===== src/sfr_pkg.sv =====
// constants, field layout and state codes of the smbus fault report slave
package sfr_pkg;

  // seven-bit bus addresses
  localparam logic [6:0] PTR_ADDR    = 7'h0C;
  localparam logic [6:0] CHA_ADDR_LO = 7'h50;
  localparam logic [6:0] CHA_ADDR_HI = 7'h52;
  localparam logic [6:0] CHB_ADDR_LO = 7'h51;
  localparam logic [6:0] CHB_ADDR_HI = 7'h53;

  // raw monitor inputs, index in the raw vector
  localparam int RAW_W     = 6;
  localparam int RAW_THERM = 0;
  localparam int RAW_UVLO  = 1;
  localparam int RAW_AMAIN = 2;
  localparam int RAW_APROG = 3;
  localparam int RAW_BMAIN = 4;
  localparam int RAW_BPROG = 5;

  // fault latches, they form status bits 7 down to 3
  localparam int FLT_W     = 5;
  localparam int LAT_SEV   = 4;
  localparam int LAT_AMAIN = 3;
  localparam int LAT_APROG = 2;
  localparam int LAT_BMAIN = 1;
  localparam int LAT_BPROG = 0;

  // constant status bits
  localparam logic       CHANNEL_COUNT_FLAG = 1'b0;
  localparam logic [1:0] RESERVED_BITS      = 2'h0;

  // command byte and frame fields
  localparam int         MASK_BIT = 0;
  localparam logic [2:0] BIT_LAST = 3'h7;
  localparam logic [2:0] BIT_ZERO = 3'h0;
  localparam logic       RW_READ  = 1'b1;

  // reset values
  localparam logic [FLT_W-1:0] LATCH_RST = 5'h00;
  localparam logic [7:0]       BYTE_RST  = 8'h00;
  localparam logic             OE_OFF    = 1'b1;
  localparam logic             OE_ON     = 1'b0;

  typedef enum logic [2:0] {
    SFR_IDLE     = 3'b000,
    SFR_ADDR     = 3'b001,
    SFR_ADDR_ACK = 3'b010,
    SFR_RD_DATA  = 3'b011,
    SFR_RD_ACK   = 3'b100,
    SFR_WR_DATA  = 3'b101,
    SFR_WR_ACK   = 3'b110
  } sfr_state_t;

endpackage


===== src/sfr_fault_if.sv =====
// link between the bus slave and the fault capture logic
`timescale 1ns/100ps
interface sfr_fault_if;
  logic [sfr_pkg::FLT_W-1:0] faultLatch;
  logic                      alertPend;
  logic                      alertMask;
  logic                      ptrDone;
  logic                      statusDone;

  modport core (
    input  faultLatch,
    input  alertPend,
    output alertMask,
    output ptrDone,
    output statusDone
  );

  modport capture (
    output faultLatch,
    output alertPend,
    input  alertMask,
    input  ptrDone,
    input  statusDone
  );
endinterface


===== src/sfr_fault_capture.sv =====
// fault synchronisers, fault latches and alert pending flag
`timescale 1ns/100ps
module sfr_fault_capture (
  // clock, enable and reset
  input wire logic                      clk,
  input wire logic                      nrst,
  input wire logic                      ce,
  // analog monitor indications
  input wire logic [sfr_pkg::RAW_W-1:0] faultRaw,
  // slave side
  sfr_fault_if.capture                  fif
);

  logic [sfr_pkg::RAW_W-1:0] syncA;
  logic [sfr_pkg::RAW_W-1:0] syncB;
  logic [sfr_pkg::FLT_W-1:0] faultNow;
  logic [sfr_pkg::FLT_W-1:0] faultLatch;
  logic [sfr_pkg::FLT_W-1:0] next_faultLatch;
  logic                      alertPend;
  logic                      next_alertPend;

  ////////////////////////////////////////////////////////////////////////////
  // two-stage synchronisers, stage A is read only by stage B
  genvar g;
  generate
    for (g = 0; g < sfr_pkg::RAW_W; g++) begin : gSync
      always_ff @(posedge clk or negedge nrst) begin
        if (!nrst) begin
          syncA[g] <= 1'b0;
          syncB[g] <= 1'b0;
        end else if (ce) begin
          syncA[g] <= faultRaw[g];
          syncB[g] <= syncA[g];
        end
      end
    end
  endgenerate

  ////////////////////////////////////////////////////////////////////////////
  // fault latches and alert
  always_comb begin
    faultNow = '0;
    faultNow[sfr_pkg::LAT_SEV]   = syncB[sfr_pkg::RAW_THERM] | syncB[sfr_pkg::RAW_UVLO];
    faultNow[sfr_pkg::LAT_AMAIN] = syncB[sfr_pkg::RAW_AMAIN];
    faultNow[sfr_pkg::LAT_APROG] = syncB[sfr_pkg::RAW_APROG];
    faultNow[sfr_pkg::LAT_BMAIN] = syncB[sfr_pkg::RAW_BMAIN];
    faultNow[sfr_pkg::LAT_BPROG] = syncB[sfr_pkg::RAW_BPROG];
    next_faultLatch = faultLatch;
    // a status read reloads from live faults, so a lasting fault latches again
    if (fif.statusDone) begin
      next_faultLatch = faultNow;
    end else if (faultLatch == sfr_pkg::LATCH_RST) begin
      // only the first set of faults is captured until a status read
      next_faultLatch = faultNow;
    end
    next_alertPend = alertPend;
    if (fif.ptrDone || fif.statusDone) begin
      next_alertPend = 1'b0;
    end
    // set beats clear, so a lasting fault raises the alert again
    if ((|faultNow) && !fif.alertMask) begin
      next_alertPend = 1'b1;
    end
  end

  always_ff @(posedge clk or negedge nrst) begin
    if (!nrst) begin
      faultLatch <= sfr_pkg::LATCH_RST;
      alertPend  <= 1'b0;
    end else if (ce) begin
      faultLatch <= next_faultLatch;
      alertPend  <= next_alertPend;
    end
  end

  assign fif.faultLatch = faultLatch;
  assign fif.alertPend  = alertPend;

endmodule


===== src/sfr_slave.sv =====
// smbus fault report slave: bus protocol, read bytes, alert pin
//
// Contract
// - interrupt-pointer read returns own seven-bit address in bits 7..1, reset zero.
// - status bit 7 latches thermal or undervoltage lockout faults.
// - status bits 6..3 latch socket A main, A prog, B main, B prog faults.
// - status bit 2 reads 0 for dual part; bits 1 and 0 read 0.
// - status byte is read at channel A address chosen by select pin.
// - on valid read address, acknowledge then shift data out with the clock.
// - write then repeated start is accepted as direction change to read.
// - never masters the bus; only pulls alert low by itself.
// - alert raised only for overcurrent, undervoltage lockout or thermal faults.
// - power-on reset clears all registers; contents kept while logic supply is up. Code resets sclQ, sdaQ and both output enables high, not zero.
// - alert asserts at once and stays latched; captured data survives fault removal.
// - interrupt-pointer read releases alert and sends own address.
// - lasting fault reasserts alert after pointer read; latches are not reloaded.
// - status read clears latches; lasting fault relatches bits and alert.
// - on contention lower address wins; loser stops, keeps alert low.
// - command bit 0 of channel A masks fault alerts of both channels.
// - on non-matching address stay off the bus until next start.
`timescale 1ns/100ps
module sfr_slave (
  // clock, enable and reset
  input  wire logic clk,
  input  wire logic nrst,
  input  wire logic ce,
  // smbus pins, open drain, enable low drives low
  input  wire logic smbClk,
  input  wire logic smbDataIn,
  output logic      smbDataOut,
  output logic      smbDataOeN,
  // alert pin, open drain, enable low pulls low
  output logic      alertOut,
  output logic      alertOeN,
  // address select strap, high picks the upper address pair
  input  wire logic addrSel,
  // analog monitor fault indications, high is fault
  input  wire logic thermalFault,
  input  wire logic uvloFault,
  input  wire logic sockAMainFault,
  input  wire logic sockAProgFault,
  input  wire logic sockBMainFault,
  input  wire logic sockBProgFault,
  // alert mask as last committed by a channel A write
  output logic      alertMask
);

  function automatic logic [6:0] ownChA(input logic sel);
    ownChA = sel ? sfr_pkg::CHA_ADDR_HI : sfr_pkg::CHA_ADDR_LO;
  endfunction

  function automatic logic [6:0] ownChB(input logic sel);
    ownChB = sel ? sfr_pkg::CHB_ADDR_HI : sfr_pkg::CHB_ADDR_LO;
  endfunction

  sfr_fault_if fif ();

  sfr_pkg::sfr_state_t state;
  sfr_pkg::sfr_state_t next_state;
  logic [2:0] bitCnt;
  logic [2:0] next_bitCnt;
  logic [7:0] shiftReg;
  logic [7:0] next_shiftReg;
  logic [7:0] txByte;
  logic [7:0] next_txByte;
  logic       isPtr;
  logic       next_isPtr;
  logic       isRead;
  logic       next_isRead;
  logic       isChA;
  logic       next_isChA;
  logic       phase;
  logic       next_phase;
  logic       sclQ;
  logic       next_sclQ;
  logic       sdaQ;
  logic       next_sdaQ;
  logic       next_smbDataOeN;
  logic       next_alertOeN;
  logic       next_alertMask;
  logic       pendMask;
  logic       next_pendMask;
  logic       pendValid;
  logic       next_pendValid;
  logic       ptrDone;
  logic       next_ptrDone;
  logic       statusDone;
  logic       next_statusDone;

  logic       sclRise;
  logic       sclFall;
  logic       startSeen;
  logic       stopSeen;
  logic [7:0] addrByte;
  logic [7:0] retByte;
  logic [7:0] statusByte;

  ////////////////////////////////////////////////////////////////////////////
  // fault capture
  sfr_fault_capture uCapture (
    .clk      (clk),
    .nrst     (nrst),
    .ce       (ce),
    .faultRaw ({sockBProgFault, sockBMainFault, sockAProgFault,
                sockAMainFault, uvloFault, thermalFault}),
    .fif      (fif.capture)
  );

  assign fif.alertMask  = alertMask;
  assign fif.ptrDone    = ptrDone;
  assign fif.statusDone = statusDone;

  ////////////////////////////////////////////////////////////////////////////
  // bus conditions and read bytes
  assign sclRise  = smbClk & ~sclQ;
  assign sclFall  = ~smbClk & sclQ;
  // data falling while clock stays high is a start, hence the master's care
  assign startSeen = smbClk & sclQ & sdaQ & ~smbDataIn;
  assign stopSeen  = smbClk & sclQ & ~sdaQ & smbDataIn;
  assign addrByte  = {shiftReg[6:0], smbDataIn};
  assign retByte   = {ownChA(addrSel), 1'b0};
  assign statusByte = {fif.faultLatch, sfr_pkg::CHANNEL_COUNT_FLAG,
                       sfr_pkg::RESERVED_BITS};

  ////////////////////////////////////////////////////////////////////////////
  // protocol engine
  always_comb begin
    next_state      = state;
    next_bitCnt     = bitCnt;
    next_shiftReg   = shiftReg;
    next_txByte     = txByte;
    next_isPtr      = isPtr;
    next_isRead     = isRead;
    next_isChA      = isChA;
    next_phase      = phase;
    next_sclQ       = smbClk;
    next_sdaQ       = smbDataIn;
    next_smbDataOeN = smbDataOeN;
    next_alertMask  = alertMask;
    next_pendMask   = pendMask;
    next_pendValid  = pendValid;
    next_ptrDone    = 1'b0;
    next_statusDone = 1'b0;
    // the only self-started signalling is the alert pin
    next_alertOeN   = fif.alertPend ? sfr_pkg::OE_ON : sfr_pkg::OE_OFF;

    if (startSeen || stopSeen) begin
      // a completed channel A write byte takes effect on stop or repeated start
      if (pendValid) begin
        next_alertMask = pendMask;
        next_pendValid = 1'b0;
      end
      next_smbDataOeN = sfr_pkg::OE_OFF;
      next_bitCnt     = sfr_pkg::BIT_ZERO;
      next_state      = startSeen ? sfr_pkg::SFR_ADDR : sfr_pkg::SFR_IDLE;
    end else begin
      unique case (state)
        sfr_pkg::SFR_IDLE: begin
          // unmatched traffic is ignored here until the next start
          next_smbDataOeN = sfr_pkg::OE_OFF;
        end
        sfr_pkg::SFR_ADDR: begin
          if (sclRise) begin
            next_shiftReg = addrByte;
            next_bitCnt   = bitCnt + 3'h1;
            if (bitCnt == sfr_pkg::BIT_LAST) begin
              next_phase  = 1'b0;
              next_isRead = addrByte[0];
              next_isPtr  = 1'b0;
              next_isChA  = 1'b0;
              next_state  = sfr_pkg::SFR_ADDR_ACK;
              if (addrByte == {sfr_pkg::PTR_ADDR, sfr_pkg::RW_READ} && fif.alertPend) begin
                next_isPtr  = 1'b1;
                next_txByte = retByte;
              end else if (addrByte == {ownChA(addrSel), sfr_pkg::RW_READ}) begin
                next_txByte = statusByte;
              end else if (addrByte == {ownChA(addrSel), ~sfr_pkg::RW_READ}) begin
                next_isChA  = 1'b1;
              end else if (addrByte != {ownChB(addrSel), ~sfr_pkg::RW_READ}) begin
                next_state  = sfr_pkg::SFR_IDLE;
              end
            end
          end
        end
        sfr_pkg::SFR_ADDR_ACK: begin
          if (sclFall) begin
            if (!phase) begin
              next_smbDataOeN = sfr_pkg::OE_ON;
              next_phase      = 1'b1;
            end else if (isRead) begin
              // first data bit goes out while the clock is low
              next_smbDataOeN = txByte[7] ? sfr_pkg::OE_OFF : sfr_pkg::OE_ON;
              next_bitCnt     = sfr_pkg::BIT_ZERO;
              next_state      = sfr_pkg::SFR_RD_DATA;
            end else begin
              next_smbDataOeN = sfr_pkg::OE_OFF;
              next_bitCnt     = sfr_pkg::BIT_ZERO;
              next_state      = sfr_pkg::SFR_WR_DATA;
            end
          end
        end
        sfr_pkg::SFR_RD_DATA: begin
          if (sclRise) begin
            if (txByte[7] && !smbDataIn) begin
              // lost arbitration: drop off the bus, alert stays pending
              next_smbDataOeN = sfr_pkg::OE_OFF;
              next_state      = sfr_pkg::SFR_IDLE;
            end else if (bitCnt == sfr_pkg::BIT_LAST) begin
              next_ptrDone    = isPtr;
              next_statusDone = ~isPtr;
              next_phase      = 1'b0;
              next_state      = sfr_pkg::SFR_RD_ACK;
            end else begin
              next_bitCnt     = bitCnt + 3'h1;
            end
          end else if (sclFall) begin
            next_txByte     = {txByte[6:0], 1'b0};
            next_smbDataOeN = txByte[6] ? sfr_pkg::OE_OFF : sfr_pkg::OE_ON;
          end
        end
        sfr_pkg::SFR_RD_ACK: begin
          if (sclFall && !phase) begin
            next_smbDataOeN = sfr_pkg::OE_OFF;
            next_phase      = 1'b1;
          end else if (sclRise && phase) begin
            if (smbDataIn) begin
              next_state  = sfr_pkg::SFR_IDLE;
            end else begin
              // master asked for more: send the same kind of byte again
              next_txByte = isPtr ? retByte : statusByte;
              next_state  = sfr_pkg::SFR_ADDR_ACK;
            end
          end
        end
        sfr_pkg::SFR_WR_DATA: begin
          if (sclRise) begin
            next_shiftReg = addrByte;
            next_bitCnt   = bitCnt + 3'h1;
            if (bitCnt == sfr_pkg::BIT_LAST) begin
              if (isChA) begin
                next_pendMask  = addrByte[sfr_pkg::MASK_BIT];
                next_pendValid = 1'b1;
              end
              next_phase = 1'b0;
              next_state = sfr_pkg::SFR_WR_ACK;
            end
          end
        end
        sfr_pkg::SFR_WR_ACK: begin
          if (sclFall) begin
            if (!phase) begin
              next_smbDataOeN = sfr_pkg::OE_ON;
              next_phase      = 1'b1;
            end else begin
              // one command byte only; wait for stop or repeated start
              next_smbDataOeN = sfr_pkg::OE_OFF;
              next_state      = sfr_pkg::SFR_IDLE;
            end
          end
        end
        default: begin
          next_smbDataOeN = sfr_pkg::OE_OFF;
          next_state      = sfr_pkg::SFR_IDLE;
        end
      endcase
    end
  end

  always_ff @(posedge clk or negedge nrst) begin
    if (!nrst) begin
      state      <= sfr_pkg::SFR_IDLE;
      bitCnt     <= sfr_pkg::BIT_ZERO;
      shiftReg   <= sfr_pkg::BYTE_RST;
      txByte     <= sfr_pkg::BYTE_RST;
      isPtr      <= 1'b0;
      isRead     <= 1'b0;
      isChA      <= 1'b0;
      phase      <= 1'b0;
      sclQ       <= 1'b1;
      sdaQ       <= 1'b1;
      smbDataOut <= 1'b0;
      smbDataOeN <= sfr_pkg::OE_OFF;
      alertOut   <= 1'b0;
      alertOeN   <= sfr_pkg::OE_OFF;
      alertMask  <= 1'b0;
      pendMask   <= 1'b0;
      pendValid  <= 1'b0;
      ptrDone    <= 1'b0;
      statusDone <= 1'b0;
    end else if (ce) begin
      state      <= next_state;
      bitCnt     <= next_bitCnt;
      shiftReg   <= next_shiftReg;
      txByte     <= next_txByte;
      isPtr      <= next_isPtr;
      isRead     <= next_isRead;
      isChA      <= next_isChA;
      phase      <= next_phase;
      sclQ       <= next_sclQ;
      sdaQ       <= next_sdaQ;
      smbDataOut <= 1'b0;
      smbDataOeN <= next_smbDataOeN;
      alertOut   <= 1'b0;
      alertOeN   <= next_alertOeN;
      alertMask  <= next_alertMask;
      pendMask   <= next_pendMask;
      pendValid  <= next_pendValid;
      ptrDone    <= next_ptrDone;
      statusDone <= next_statusDone;
    end
  end

endmodule


===== config.mk =====
export PLATFORM = sky130hd
export DESIGN_NAME = sfr_slave
export DESIGN_NICKNAME = d
export VERILOG_FILES = /design/src/sfr_pkg.sv /design/src/sfr_fault_if.sv /design/src/sfr_fault_capture.sv /design/src/sfr_slave.sv
export SDC_FILE = /design/constraint.sdc
export NUM_CORES = 1
export LEC_CHECK = 0
export BUFFER_PORTS_ARGS = -buffer_cell sky130_fd_sc_hd__buf_2
export CAP_MARGIN = 20
export CORE_MARGIN = 2
export CORE_UTILIZATION = 30
export DETAILED_ROUTE_END_ITERATION = 10
export MAX_ROUTING_LAYER = met4
export SETUP_SLACK_MARGIN = 0.5
export SYNTH_ARGS = -nofsm -noshare
export SYNTH_HDL_FRONTEND = slang
export SYNTH_SLANG_ARGS = --single-unit

===== constraint.sdc =====
create_clock -name clk -period 6.6 [get_ports clk]
set_input_delay 0.33 -clock clk [delete_from_list [all_inputs] [get_ports clk]]
set_output_delay 0.33 -clock clk [all_outputs]
set_load 0.01 [all_outputs]

==> impl_metrics.toml <==
[layout]
n_antenna_cell = 0
nFillCells = 911
nets = 282
multiInputGateArea_mm2 = 0.00137
drive_gt1_frac = 0.271
syn_to_final_growth_pct = 7.56
layout.cells.non_filler = 377
fin_area_mm2 = 0.00297
regArea_mm2 = 0.00126

[detailed_routing]
ant_nets = 0
vias_per_cell = 5.20
drt_first_pass_iters = 4
remaining_drc_errors = 0
drt_iter0_markers = 129
wl_um = 5710
routed-via-count = 1961
wl_per_cell_um = 15.1

[yosys]
syn_area_mm2 = 0.00276
ys_ff_latch = 50
synth_common_cells = "dfrtp_1 (46), mux2_2 (31), nand2_1 (25)"
synth-compound-area-share = 0.148
synth_edf_count = 0
yosysMostFrequentCell = "dfrtp_1"
synthArstFlopShare = 1.00
synth_top_family_by_area = "simple AND/OR/NAND/NOR gates"
synth-seq-area-share = 0.455
yosys_warnings = 0
yosys.area_share.adder = 0.0226
synth_xor_area_frac = 0.00634
yosys_most_used_dff = "dfrtp_1"
muxShareOfSynthArea = 0.153
synth_area_leaders = "dfrtp_1 (42%), mux2_2 (13%), dfstp_2 (3.8%)"
synth_top_area_share = 0.416
netlist.top_cell.by_area = "dfrtp_1"
syn_inst = 255
syn_area_per_cell_um2 = 10.8
synthSimpleGateAreaFrac = 0.163
yosysUniqueCellTypes = 66

[worst_setup_path]
startpoint_type = "flip-flop"
cpPeakStageDelay_ns = 0.82
path_class = "flip-flop to flip-flop"
critical_path.cell_chain = "nand2_1 > nor2_1 > a21oi_1 > a311oi_4 > mux2_2"
cp.required_ns = 6.79
cp_slowest_cell = "dfrtp_1"
cp_max_fo = 24
crit_path_end_kind = "flip-flop"
cp.arrival_ns = 2.67

[sta]
slew_headroom = 0.511
slew_viol_final = 0
timing.final.crit_period_ns = 2.49
max_freq_ghz = 0.402
grt_setup_unrepaired = "false"
fin_setup_tns_ns = 0
finalCritPeriodShare = 0.377
finalSetupViolations = 0
fin_skew_ns = 0.00541
worstMarginPinSlew_ns = 0.733
hold_violations = 0

[global_route]
grt_max_degree = 51
grt_pass1_vias = 1843
grt_usage = 0.122
antenna_found_initial = 0
overflow = 0
grt_pass1_wl_um = 9480

[power_and_ir_drop]
p_clk_frac = 0.196
p_seq_frac = 0.506
p_switching_uw = 338
p_int_uw = 597
comb_power_share = 0.299
worst_ir_drop_vdd_uv = 149
pwr_density_cell_mw_per_mm2 = 315
p_leak_nw = 1.28
swShare = 0.362

[die]
io_pins = 17
chipHeight_um = 100
initial_core_util = 0.303
die_x_um = 100
rows = 35
dieArea_mm2 = 0.0100
core_mm2 = 0.00911

[clock_tree]
htree_levels = 2
clk_pin_slew_worst_paths_ns = 0.09
holdBufCountCts = 0
cts_setup_buffers = 0
cts_root_buf = "clkbuf_8"
numCtsBuffers = 5
cts.path.max_buffers = 2
cts_tree = "built"
cts_resized = 0
cts.sinks = 50
insertion_delay_ns = 0.30

[run]
maxCapViolCount = 0

[place]
dpl-instance-area_mm2 = 0.00288
numPortBuffers = 14
dp_cells = 369
gp_congestion = 0.892
place_hpwl_um = 4020

[hold_path]
holdCritPathClass = "input pin to async pin"

[outcome]
status = "completed"
registers in the layout (all words and copies together) (netlist names), 2 cells and up:
signal and count:
bitCnt 3, uCapture.syncA 6, uCapture.fif.faultLatch 5, uCapture.faultNow 4, uCapture.syncB 2, shiftReg 7, state 3, txByte 6
power groups by stage:
stage	registers, mW	clock network (mW)	logic [mW]
floorplan	0.422	0	0.273
global placement	0.477	0	0.277
detailed placement	0.476	0	0.280
CTS	0.471	0.192	0.280
global route	0.486	0.204	0.314
finish	0.473	0.183	0.279
cells by family after synthesis:
family / after synthesis
AO/OA/AOI/OAI: 56
XOR/XNOR: 2
adder cells (fa/ha/maj): 5
buffers and inverters: 23
flip-flops: 50
multiplexers: 38
other: 1
AND/OR/NAND/NOR: 80
metrics by stage:
step / utilization / setup WS (ns) / hold slack (ns) / total power [mW]
finish: 0.326 / 4.11 / 0.133 / 0.935
global route: 0.326 / 3.93 / 0.198 / 1.00
CTS: 0.326 / 4.14 / 0.150 / 0.943
detailed placement: 0.316 / 4.18 / 0.472 / 0.756
global placement: 0.316 / 4.21 / 0.470 / 0.754
floorplan: - / 4.48 / 0.0344 / 0.695
metal layers:
metal | global-route usage | share of wire | vias up
li1 | - | - | 946
met1 | 0.157 | 0.46 | 957
met2 | 0.196 | 0.49 | 47
met3 | 0.0209 | 0.037 | 11
met4 | 0.0421 | 0.015 | 0
met5 | - | 0 | -
area by class of cell:
cell class | instances | area share
multi-input combinational | 183 | 0.461
clock buffer | 7 | 0.0290
sequential | 50 | 0.423
inverter | 10 | 0.0126
clock inverter | 1 | 0.00168
timing repair buffer | 15 | 0.0261
tap | 111 | 0.0467
cell usage in the layout, fill, tap and decap left out, types with 4 or more instances in the layout:
cell type	instances
dfrtp_1	46
mux2_2	31
nand2_1	25
nor2_1	16
buf_2	14
o21ai_0	12
a21oi_1	11
inv_1	10
nor3_1	6
mux2i_1	6
clkbuf_8	6
nand3_1	5
ha_1	5
o31ai_1	4
dfstp_2	4
worst max-delay path: cells and delay by family, from the launching register on:
kind / cells / cell delay, ns
compound gates: 2 / 0.65
flops: 1 / 0.82
mux: 1 / 0.39
simple gates: 2 / 0.50
worst paths after layout:
| kind | start | endpoint | slack, ns | depth (start not counted) |
|---|---|---|---|---|
| max | state[1] | txByte[5] | 4.11 | 5 |
| min | nrst | txByte[3] | 0.13 | 2 |
| max reg2reg | state[1] | txByte[5] | 4.11 | 5 |
| min reg2reg | uCapture.fif.alertPend | alertOeN | 0.49 | 1 |
| max in group asynchronous | nrst | state[0] | 6.06 | 2 |
| min in group clk | sockBProgFault | uCapture.syncA[5] | 0.26 | 2 |
Note: power is estimated with default switching activity, not from simulation.
